$ cat config.mk
export PLATFORM = sky130hd
export DESIGN_NAME = ccr_regs
export DESIGN_NICKNAME = d
export VERILOG_FILES = /design/src/ccr_pkg.sv /design/src/ccr_delay_timer.sv /design/src/ccr_glitch_filter.sv /design/src/ccr_regs.sv
export SDC_FILE = /design/constraint.sdc
export NUM_CORES = 1
export LEC_CHECK = 0
export ABC_AREA = 1
export BUFFER_PORTS_ARGS = -buffer_cell sky130_fd_sc_hd__buf_2
export CAP_MARGIN = 20
export CORE_UTILIZATION = 35
export DETAILED_ROUTE_END_ITERATION = 10
export HOLD_SLACK_MARGIN = 0.02
export PLACE_DENSITY = 0.59
export SETUP_SLACK_MARGIN = 0.2
export SLEW_MARGIN = 30
export SYNTH_ARGS = -nofsm -noshare
export SYNTH_HDL_FRONTEND = slang
export SYNTH_SLANG_ARGS = --single-unit
$ cat constraint.sdc
create_clock -name i_sys_clk -period 7.1 [get_ports i_sys_clk]
set_input_delay 1.42 -clock i_sys_clk [delete_from_list [all_inputs] [get_ports i_sys_clk]]
set_output_delay 1.42 -clock i_sys_clk [all_outputs]
set_load 0.03 [all_outputs]
$ cat src/ccr_pkg.sv
// constants shared by the converter control register bank
// *****************************************************************
// *****************************************************************
package ccr_pkg;
  // *****************************************************************
  // register map
  // *****************************************************************
  localparam logic [7:0] ADDR_ENABLE_CONFIG = 8'h05;
  localparam logic [7:0] ADDR_CONV_CFG_A    = 8'h06;
  localparam logic [7:0] ADDR_CONV_CFG_B    = 8'h07;
  localparam logic [7:0] ADDR_HR_OV_CFG     = 8'h08;
  localparam logic [7:0] RST_ENABLE_CONFIG  = 8'h80;
  localparam logic [7:0] RST_CONV_CFG_A     = 8'h16;
  localparam logic [7:0] RST_CONV_CFG_B     = 8'h32;
  localparam logic [7:0] RST_HR_OV_CFG      = 8'hb0;
  // writable bit masks; reserved bits stay zero
  localparam logic [7:0] WMASK_ENABLE_CONFIG = 8'hff;
  localparam logic [7:0] WMASK_CONV_CFG_A    = 8'hff;
  localparam logic [7:0] WMASK_CONV_CFG_B    = 8'hbf;
  localparam logic [7:0] WMASK_HR_OV_CFG     = 8'hfb;
  // field positions
  localparam int BIT_PULLDOWN    = 7;
  localparam int BIT_REG_RESET   = 6;
  localparam int BIT_HARD_RST_EN = 5;
  localparam int BIT_SHIP_EN     = 4;
  localparam int POS_GLITCH      = 1;
  localparam int BIT_RUN         = 0;
  localparam int BIT_POK_WAIT    = 7;
  localparam int BIT_SHIP_KEY    = 6;
  localparam int POS_DRAIN_T     = 4;
  localparam int BIT_AUDIO_SKIP  = 3;
  localparam int BIT_HR_DRAIN    = 2;
  localparam int BIT_LR_DRAIN    = 1;
  localparam int BIT_CONST_RATE  = 0;
  localparam int BIT_OC_OFF      = 7;
  localparam int POS_SPREAD      = 4;
  localparam int BIT_PHASE       = 3;
  localparam int POS_RATE        = 0;
  localparam int POS_OV_LEVEL    = 3;
  localparam int POS_EXIT_LEVEL  = 0;
  // *****************************************************************
  // timing
  // *****************************************************************
  localparam int CLK_HZ          = 20_000_000;
  localparam int SHIP_SHORT_S    = 20;
  localparam int SHIP_LONG_S     = 30;
  localparam int POK_WAIT_MS     = 100;
  localparam int GLITCH_BASE_US  = 125;
  localparam int SHIP_SHORT_CYC  = SHIP_SHORT_S * CLK_HZ;
  localparam int SHIP_LONG_CYC   = SHIP_LONG_S * CLK_HZ;
  localparam int POK_WAIT_CYC    = POK_WAIT_MS * (CLK_HZ / 1000);
  localparam int GLITCH_BASE_CYC = GLITCH_BASE_US * (CLK_HZ / 1_000_000);
  localparam int MS_CYC          = CLK_HZ / 1000;
endpackage

$ cat src/ccr_delay_timer.sv
// counts a programmable number of cycles while its start level holds
`timescale 1ns/1ns
`default_nettype none
module ccr_delay_timer #(
  parameter int WIDTH = 32
) (
  input  wire logic             i_sys_clk, // system clock
  input  wire logic             i_srst,    // sync reset, high
  input  wire logic             i_run,     // count while high
  input  wire logic [WIDTH-1:0] i_limit,   // cycles to wait
  output logic                  o_done     // high once limit reached
);
  // refused at elaboration: the counter and its compare need 2 to 32 bits
  if (WIDTH < 2 || WIDTH > 32) begin : g_bad_width
    $error("ccr_delay_timer width out of range");
  end
  logic [WIDTH-1:0] cnt_reg;
  wire              at_limit = (cnt_reg >= i_limit);
  // counter restarts whenever the start level drops
  always_ff @(posedge i_sys_clk) begin
    if (i_srst || !i_run) begin
      cnt_reg <= '0;
    end else if (!at_limit) begin
      cnt_reg <= cnt_reg + {{(WIDTH-1){1'b0}}, 1'b1};
    end
  end
  assign o_done = i_run && at_limit;
endmodule
`default_nettype wire

$ cat src/ccr_glitch_filter.sv
// high-level deglitch of the enable pin with a programmable time
`timescale 1ns/1ns
`default_nettype none
module ccr_glitch_filter #(
  parameter int WIDTH = 24
) (
  input  wire logic             i_sys_clk, // system clock
  input  wire logic             i_srst,    // sync reset, high
  input  wire logic             i_pin,     // raw enable pin level
  input  wire logic [WIDTH-1:0] i_limit,   // required high cycles
  output logic                  o_level    // filtered level
);
  // refused at elaboration: the counter and its compare need 2 to 32 bits
  if (WIDTH < 2 || WIDTH > 32) begin : g_bad_width
    $error("ccr_glitch_filter width out of range");
  end
  logic [WIDTH-1:0] cnt_reg;
  logic             level_reg;
  // only the rising side is filtered; a low pin drops the level at once
  always_ff @(posedge i_sys_clk) begin
    if (i_srst || !i_pin) begin
      cnt_reg   <= '0;
      level_reg <= 1'b0;
    end else if (cnt_reg + {{(WIDTH-1){1'b0}}, 1'b1} >= i_limit) begin
      level_reg <= 1'b1;
    end else begin
      cnt_reg <= cnt_reg + {{(WIDTH-1){1'b0}}, 1'b1};
    end
  end
  assign o_level = level_reg;
endmodule
`default_nettype wire

$ cat src/ccr_regs.sv
// converter control register bank with ship, power ok and enable logic
`timescale 1ns/1ns
`default_nettype none
module ccr_regs #(
  parameter int SHIP_SHORT_CYC = ccr_pkg::SHIP_SHORT_CYC, // 20 s delay
  parameter int SHIP_LONG_CYC  = ccr_pkg::SHIP_LONG_CYC,  // 30 s delay
  parameter int POK_WAIT_CYC   = ccr_pkg::POK_WAIT_CYC,   // 100 ms wait
  parameter int MS_CYC         = ccr_pkg::MS_CYC          // cycles per ms
) (
  input  wire logic       i_sys_clk,          // 20 MHz clock
  input  wire logic       i_srst,             // sync reset, high
  input  wire logic [7:0] i_reg_addr,         // register address from i2c port
  input  wire logic [7:0] i_reg_wdata,        // write data
  input  wire logic       i_reg_wr,           // write strobe, one cycle
  input  wire logic       i_reg_rd,           // read strobe, one cycle
  output logic [7:0]      o_reg_rdata,        // read data, registered
  output logic            o_reg_ack,          // read data valid pulse
  input  wire logic       i_sys_reset_done,   // end of system reset period
  input  wire logic       i_ship_long_sel,    // 1 selects 30 s ship delay
  input  wire logic       i_ship_exit,        // device leaves ship mode
  input  wire logic       i_charge_fault,     // drive supply or cap fault
  input  wire logic       i_low_rail_ss_ok,   // low rail soft start done
  input  wire logic       i_enable_pin,       // raw enable pin
  output logic            o_enable_pin_level, // deglitched enable pin
  output logic            o_enter_ship,       // ship mode request level
  output logic            o_power_ok_output,  // power ok level
  output logic            o_enable_pin_pulldown_on, // pull-down control
  output logic            o_converter_run,    // converter enable
  output logic [1:0]      o_gentle_drain_time, // soft discharge code
  output logic            o_above_hearing_skip_on, // out of audio skip
  output logic            o_high_rail_drain_on, // high rail discharge
  output logic            o_low_rail_drain_on,  // low rail discharge
  output logic            o_constant_rate_on,   // fixed frequency
  output logic            o_low_rail_overcurrent_off, // oc protection off
  output logic [1:0]      o_spread_spectrum_sel, // dithering code
  output logic            o_channel_phase_sel,   // 0=180 deg 1=90 deg
  output logic [2:0]      o_switching_rate_sel,  // frequency code
  output logic [4:0]      o_high_rail_overvoltage_level, // ov threshold code
  output logic [1:0]      o_high_rail_exit_level  // exit threshold code
);
  // code 7 shifts MS_CYC left by six, and the result must still fit 24 bits
  if (SHIP_SHORT_CYC < 1 || SHIP_LONG_CYC < 1 || POK_WAIT_CYC < 1 ||
      MS_CYC < 1 || MS_CYC > 262143) begin : g_bad_timing
    $error("ccr_regs timing parameter out of range");
  end
  // *****************************************************************
  // register storage
  // *****************************************************************
  logic [7:0] en_cfg_reg;
  logic [7:0] en_cfg_next;
  logic [7:0] cfg_a_reg;
  logic [7:0] cfg_a_next;
  logic [7:0] cfg_b_reg;
  logic [7:0] cfg_b_next;
  logic [7:0] ov_reg;
  logic [7:0] ov_next;
  logic [7:0] rdata_reg;
  logic       ack_reg;
  logic       reg_reset_pend_reg;
  logic       hard_rst_pend_reg;

  // address decode
  wire sel_en  = (i_reg_addr == ccr_pkg::ADDR_ENABLE_CONFIG);
  wire sel_a   = (i_reg_addr == ccr_pkg::ADDR_CONV_CFG_A);
  wire sel_b   = (i_reg_addr == ccr_pkg::ADDR_CONV_CFG_B);
  wire sel_ov  = (i_reg_addr == ccr_pkg::ADDR_HR_OV_CFG);
  wire wr_en   = i_reg_wr && sel_en;
  wire wr_a    = i_reg_wr && sel_a;
  wire wr_b    = i_reg_wr && sel_b;
  wire wr_ov   = i_reg_wr && sel_ov;

  // a pending register reset or hard reset restores every default;
  // the reset bit is held one cycle so software can see it was taken
  wire hard_rst_fire = en_cfg_reg[ccr_pkg::BIT_HARD_RST_EN] && i_sys_reset_done;
  wire defaults_load = reg_reset_pend_reg || hard_rst_pend_reg;

  // *****************************************************************
  // status driven clears
  // *****************************************************************
  wire ship_exit_clr = i_ship_exit;
  wire fault_clr     = i_charge_fault;

  // enable config next value: writes first, hardware clears override
  always_comb begin
    en_cfg_next = en_cfg_reg;
    if (wr_en) begin
      en_cfg_next = i_reg_wdata & ccr_pkg::WMASK_ENABLE_CONFIG;
    end
    if (ship_exit_clr) begin
      en_cfg_next[ccr_pkg::BIT_SHIP_EN] = 1'b0;
    end
    if (fault_clr) begin
      en_cfg_next[ccr_pkg::BIT_RUN] = 1'b0;
    end
  end

  // reserved bits are masked off on every write
  always_comb begin
    cfg_a_next = wr_a  ? (i_reg_wdata & ccr_pkg::WMASK_CONV_CFG_A) : cfg_a_reg;
    cfg_b_next = wr_b  ? (i_reg_wdata & ccr_pkg::WMASK_CONV_CFG_B) : cfg_b_reg;
    ov_next    = wr_ov ? (i_reg_wdata & ccr_pkg::WMASK_HR_OV_CFG)  : ov_reg;
  end

  // register update, defaults on reset or on the software reset action
  always_ff @(posedge i_sys_clk) begin
    if (i_srst || defaults_load) begin
      en_cfg_reg <= ccr_pkg::RST_ENABLE_CONFIG;
      cfg_a_reg  <= ccr_pkg::RST_CONV_CFG_A;
      cfg_b_reg  <= ccr_pkg::RST_CONV_CFG_B;
      ov_reg     <= ccr_pkg::RST_HR_OV_CFG;
    end else begin
      en_cfg_reg <= en_cfg_next;
      cfg_a_reg  <= cfg_a_next;
      cfg_b_reg  <= cfg_b_next;
      ov_reg     <= ov_next;
    end
  end

  // reset requests are taken one cycle after they appear
  always_ff @(posedge i_sys_clk) begin
    if (i_srst) begin
      reg_reset_pend_reg <= 1'b0;
      hard_rst_pend_reg  <= 1'b0;
    end else begin
      reg_reset_pend_reg <= en_cfg_next[ccr_pkg::BIT_REG_RESET] && !defaults_load;
      hard_rst_pend_reg  <= hard_rst_fire && !defaults_load;
    end
  end

  // *****************************************************************
  // read port
  // *****************************************************************
  wire [7:0] rd_mux = sel_en ? en_cfg_reg :
                      sel_a  ? cfg_a_reg  :
                      sel_b  ? cfg_b_reg  :
                      sel_ov ? ov_reg     : 8'h00; // unmapped reads zero

  always_ff @(posedge i_sys_clk) begin
    if (i_srst) begin
      rdata_reg <= 8'h00;
      ack_reg   <= 1'b0;
    end else begin
      ack_reg <= i_reg_rd;
      if (i_reg_rd) begin
        rdata_reg <= rd_mux;
      end
    end
  end
  assign o_reg_rdata = rdata_reg;
  assign o_reg_ack   = ack_reg;

  // *****************************************************************
  // ship mode entry timer
  // *****************************************************************
  // both keys must stay set for the whole delay; dropping either restarts it
  wire        ship_armed = en_cfg_reg[ccr_pkg::BIT_SHIP_EN] &&
                           cfg_a_reg[ccr_pkg::BIT_SHIP_KEY];
  wire [31:0] ship_limit = i_ship_long_sel ? 32'(SHIP_LONG_CYC) :
                                             32'(SHIP_SHORT_CYC);
  ccr_delay_timer #(.WIDTH(32)) u_ship_timer (
    .i_sys_clk (i_sys_clk),
    .i_srst    (i_srst),
    .i_run     (ship_armed),
    .i_limit   (ship_limit),
    .o_done    (o_enter_ship)
  );

  // *****************************************************************
  // power ok delay
  // *****************************************************************
  wire        pok_nowait = cfg_a_reg[ccr_pkg::BIT_POK_WAIT];
  wire        pok_timed;
  ccr_delay_timer #(.WIDTH(32)) u_pok_timer (
    .i_sys_clk (i_sys_clk),
    .i_srst    (i_srst),
    .i_run     (i_low_rail_ss_ok),
    .i_limit   (32'(POK_WAIT_CYC)),
    .o_done    (pok_timed)
  );
  assign o_power_ok_output = i_low_rail_ss_ok && (pok_nowait || pok_timed);

  // *****************************************************************
  // enable pin deglitch
  // *****************************************************************
  // code 0 is 0.125 ms, code n is 2^(n-1) ms; up to 64 ms fits 24 bits
  wire [2:0]  glitch_code = en_cfg_reg[ccr_pkg::POS_GLITCH +: 3];
  wire [2:0]  glitch_sh   = glitch_code - 3'h1;
  wire [23:0] glitch_ms   = 24'(MS_CYC) << glitch_sh;
  wire [23:0] glitch_lim  = (glitch_code == 3'h0) ? 24'(ccr_pkg::GLITCH_BASE_CYC) :
                                                    glitch_ms;
  ccr_glitch_filter #(.WIDTH(24)) u_en_filter (
    .i_sys_clk (i_sys_clk),
    .i_srst    (i_srst),
    .i_pin     (i_enable_pin),
    .i_limit   (glitch_lim),
    .o_level   (o_enable_pin_level)
  );

  // *****************************************************************
  // configuration outputs to the analog side
  // *****************************************************************
  assign o_enable_pin_pulldown_on      = en_cfg_reg[ccr_pkg::BIT_PULLDOWN];
  assign o_converter_run               = en_cfg_reg[ccr_pkg::BIT_RUN];
  assign o_gentle_drain_time           = cfg_a_reg[ccr_pkg::POS_DRAIN_T +: 2];
  assign o_above_hearing_skip_on       = cfg_a_reg[ccr_pkg::BIT_AUDIO_SKIP];
  assign o_high_rail_drain_on          = cfg_a_reg[ccr_pkg::BIT_HR_DRAIN];
  assign o_low_rail_drain_on           = cfg_a_reg[ccr_pkg::BIT_LR_DRAIN];
  assign o_constant_rate_on            = cfg_a_reg[ccr_pkg::BIT_CONST_RATE];
  assign o_low_rail_overcurrent_off    = cfg_b_reg[ccr_pkg::BIT_OC_OFF];
  assign o_spread_spectrum_sel         = cfg_b_reg[ccr_pkg::POS_SPREAD +: 2];
  assign o_channel_phase_sel           = cfg_b_reg[ccr_pkg::BIT_PHASE];
  assign o_switching_rate_sel          = cfg_b_reg[ccr_pkg::POS_RATE +: 3];
  assign o_high_rail_overvoltage_level = ov_reg[ccr_pkg::POS_OV_LEVEL +: 5];
  assign o_high_rail_exit_level        = ov_reg[ccr_pkg::POS_EXIT_LEVEL +: 2];
endmodule
`default_nettype wire

# After elaboration in Yosys (flattened, before gate mapping)

Index checks and enable logic that the tools add are counted.

Register bits: 130
Input port bits: 26
Output and inout bits: 34
Word-level logic and storage cells: 58

Add/sub/neg operators: 4
$lt $le $gt $ge: 3
Equality and inequality tests: 4
Shifts and indexed selects: 1
Muxes and demuxes: 7
Reductions and logical operators: 24

Operator list:

| operator                                                            | count |
|---|---|
| adder 32 x 1 -> 32 bit, second input constant                       | 2 |
| greater-or-equal comparator 32 x 21 -> 1 bit, second input constant | 1 |
| greater-or-equal comparator 32 x 30 -> 1 bit                        | 1 |
| two-way mux 8 bit                                                   | 4 |
| two-way mux 30 bit                                                  | 1 |
| adder 24 x 1 -> 24 bit, second input constant                       | 1 |
| equality test 8 x 3 -> 1 bit, second input constant                 | 3 |
| greater-or-equal comparator 24 bit                                  | 1 |
| two-way mux 24 bit                                                  | 1 |
| << shifter 15 x 3 -> 24 bit, first input constant                   | 1 |
| logical AND 1 bit                                                   | 11 |
| equality test 8 x 4 -> 1 bit, second input constant                 | 1 |
| two-way mux 7 bit                                                   | 1 |
| logical OR 1 bit                                                    | 6 |
| zero test 1 bit                                                     | 4 |
| OR reduction 2 bit                                                  | 2 |
| zero test 3 bit                                                     | 1 |
| subtractor 3 x 1 -> 3 bit, second input constant                    | 1 |

# Logic depth before layout (Yosys ltp)

Depth after elaboration: 5
Mapped depth: 21
Mapped depth without buffers: 20

# Modules after synthesis

From an unflattened synthesis, not the netlist that was laid out.

Cells, all modules: 1634
Area total of the unflattened synthesis: 10450.0 sq um

By module, submodules not included:

| module                         | instances | cells each | area each (sq um) | sequential area each (sq um) |
|---|---|---|---|---|
| ccr_delay_timer (u_ship_timer) | 1         | 476        | 2984.1            | 640.6 |
| ccr_delay_timer (u_pok_timer)  | 1         | 476        | 2952.8            | 640.6 |
| ccr_regs                       | 1         | 299        | 2264.7            | 820.8 |
| ccr_glitch_filter              | 1         | 383        | 2248.4            | 500.5 |

# Worst setup path after synthesis

Ideal clock, no wire load.

Kind: input to output
Start: in i_ship_long_sel
End: out o_enter_ship
Data arrival time: 3038 ps
Data required time: 5680 ps
Slack: 2642 ps
Stages: 11
Buffers on the path: 1
Path through: inv_1 > ha_1 > nand2_1 > nor2_1 > nand4_1 > nor4_1 > a21boi_1 > nand2_1 > clkbuf_1 > nand3_1 > inv_1

Longest elaborated chain between the ends: 3

RTL lines:

| item                                         | RTL line              | RTL |
|---|---|---|
| start, declared                              | ccr_regs.sv:19        | `input wire logic i_ship_long_sel,` |
| two-way mux 30 bit                           | ccr_regs.sv:158       | `wire [31:0] ship_limit = i_ship_long_sel ? 32'(SHIP_LONG_CYC) :` |
| greater-or-equal comparator 32 x 30 -> 1 bit | ccr_delay_timer.sv:18 | `wire at_limit = (cnt_reg >= i_limit);` |
| logical AND 1 bit                            | ccr_delay_timer.sv:27 | `assign o_done = i_run && at_limit;` |
| end, declared                                | ccr_regs.sv:25        | `output logic o_enter_ship,` |

No other way between the ends.

# Final worst setup path

Same ends and word-level chain as after synthesis.

==> results.md <==
- Initial Util: roughly 36%
- Final hold viol count: 0
- Buf/Inv on CP: 4
- Iteration-0 DRC Markers: 307
- Met1 global-route usage: about a quarter
- Seq/Total Area, Yosys: about a third
- First-pass GRT wire length: 31800 µm
- Ant. Diodes: 0
- DP HPWL: between 10000 and 15000 µm
- Netlist cell types: between 40 and 50
- Worst-margin pin slew: 911 ps
- CTS Buf Count: 17
- Final worst slack: about 2300 ps
- Synthesis warning total: 0
- Via density: slightly below 5
- Mapped Area: around 7600 µm²
- Critical Path End Type: output port
- Pleak: between 3 and 4 nW
- Startpoint types: primary input
- Worst path most repeated cell: nand2_1
- PortBufs: 59
- Core Area: ~21000 µm²
- Clk Latency, worst-skew pair: approximately 420 ps
- Status: finished clean
- Max frequency: roughly 0.21 GHz
- Gr busiest metal: met2
- GR Util met2: 28.0%
- Syn_area_per_cell: approximately 6.9 µm²
- Synth area leaders: dfxtp_1 34%, nand2_1 12%, nor2_1 7.3%, inv_1 6.6%, ha_1 6.3%
- Hold WC Path Type: register to register
- Share of layout cells above drive strength 1: between 10% and 20%
- Number of global-route vias before repair: between 6000 and 7000
- DR WL/cell: 13.0 µm
- M3 GR Usage: under 10%
- CTS tree: built
- Grt total ovfl: 0
- Final worst path period share: between 60% and 70%
- Sum of negative setup slack: 0 ps
- First drt pass iteration count: 4
- Number of flops mapped to enable cells by yosys: 0
- Commonest non-fill, non-tap cell in the layout: nand2_1
- Pre-CTS setup slack: 2330 ps
- Remaining DRCs: 0
- Total GRT Usage: between 15 and 20%
- Post-synthesis sequential element count: 130
- Synth top area share: roughly 34%
- Root Buffer: clkbuf_16
- Minimum clock period: 4790 ps
- Setup violators final: 0
- Worst-path maximum fanout: 7
- Final #Nets: approximately 1200
- Syn_nets: roughly 1200
- I/O Pins: 60
- RSZ-0062 raised after global routing: no
- # fillers: approximately 2200
- # hold bufs at CTS: 0
- Syn-to-layout area delta: 15.0%
- Data required time of the worst path: about 5700 ps
- Maximum Capacitance Violations: 0
- H-tree depth: 4
- FFs w/ async S/R, synth: 0%
- Max Root-Sink Buffers: 2
- Post-Route WL: between 15000 and 20000 µm
- Die H: 149 µm
- Largest net degree at the start of global routing: 30
- Die footprint: between 20000 and 25000 µm²
- CP Cell Sequence: buf_2 > inv_1 > ha_1 > nand2_1 > nor2_1 > nand4_1 > nor4_1 > nand2_1 > nand2_1 > nand3_1 > inv_1 > buf_2
- Crit-path slowest cell: nor4_1
- Die width: between 100 and 150 µm
- Total Power: between 2 and 2.5 mW
- Post-Route Skew: between 7 and 8 ps
- Synth Flop Type: dfxtp_1
- Peak VDD IR: around 170 µV
- Synth Instances: about 1100
- Postcts setup bufs: 0
- GP Congestion: 0.886
- Crit path max-delay family: simple AND/OR/NAND/NOR gates
- Yosys top cell by area: dfxtp_1
- Initial antenna violation count: 0
- Via count: 7051
- Post_cts resized: 0
- PD cells: ~260 nW/µm²
- Commonest cells after routing, fill and taps aside: 238 x nand2_1, 147 x nor2_1, 134 x inv_1
- Clk slew on worst S/H paths: 60 ps
- Post-route ant nets: 0
- Row cnt: 53
- CP arrival: 3370 ps
- CP peak stage delay: between 300 and 400 ps
- Hold slack: 433 ps
- CTS Sinks: 130
- Slew Viols, Final: 0
- Setup CP Type: primary input to output port
- Relative slew slack: 39.2%
==> through the flow <==
step | area, µm² | instances | utilization, %
3_5_place_dp | 8110 | 1414 | 38.4
3_3_place_gp | 8110 | 1414 | 38.4
5_1_grt | 8740 | 1445 | 41.3
6_report | 8740 | 1445 | 41.3
4_1_cts | 8740 | 1445 | 41.3
2_1_floorplan | 7600 | 1108 | -
==> Yosys cell counts, drive strengths merged (19+ instances only) <==
library cell,n
dfxtp,130
nor3,33
a21oi,71
inv,137
ha,38
o21ai,49
nand2,243
clkbuf,19
nand4,24
xor2,36
nand3,86
nor2,158
==> per-layer routing <==
metal | vias to the layer above | wire (µm)
met5 | - | 0
met4 | 0 | 299
met3 | 26 | 641
met2 | 125 | 8290
met1 | 3189 | 9550
li1 | 3711 | -
==> cells by family after synthesis <==
family                   after synthesis  share of synthesized area [%]
AO/OA/AOI/OAI                        147                           10.8
adder cells (fa/ha/maj)               38                           6.26
flip-flops                           130                           34.3
buffers and inverters                174                           9.09
AND/OR/NAND/NOR                      571                           34.1
XOR/XNOR                              48                           5.53
==> cell type report <==
class	instances	area [µm²]	area share, %
multi-input cells	804	4310	49.3
inverters	142	533	6.10
well taps	275	344	3.94
repair buffers	63	325	3.72
clock inverters	13	185	2.12
clock buffers	18	439	5.03
flip-flops and latches	130	2600	29.8
==> worst register-to-register path, delay by kind of cell, from the launching register on <==
| family | cells | cell delay, ps |
|---|---|---|
| AND/OR/NAND/NOR | 13 | 2050 |
| XOR/XNOR | 1 | 250 |
| AO/OA/AOI/OAI | 2 | 470 |
| buffers and inverters | 2 | 170 |
| adder cells (fa/ha/maj) | 2 | 510 |
| flip-flops | 1 | 410 |
==> power by group <==
group	switching [mW]	internal (mW)
Sequential	0.0407	0.765
Combinational	0.377	0.198
Clock	0.338	0.595
Total	0.756	1.56
==> final timing paths <==
path / slack [ps] / endpoint / startpoint / cells after the start
worst max-delay path: 2310 / o_enter_ship / i_ship_long_sel / 12
worst min register to register: 430 / hard_rst_pend_reg / en_cfg_reg[5] / 2
worst min-delay path: 430 / hard_rst_pend_reg / en_cfg_reg[5] / 2
worst max register to register: 3190 / u_en_filter.cnt_reg[18] / u_en_filter.cnt_reg[0] / 20
(Power assumes the default switching activity.)
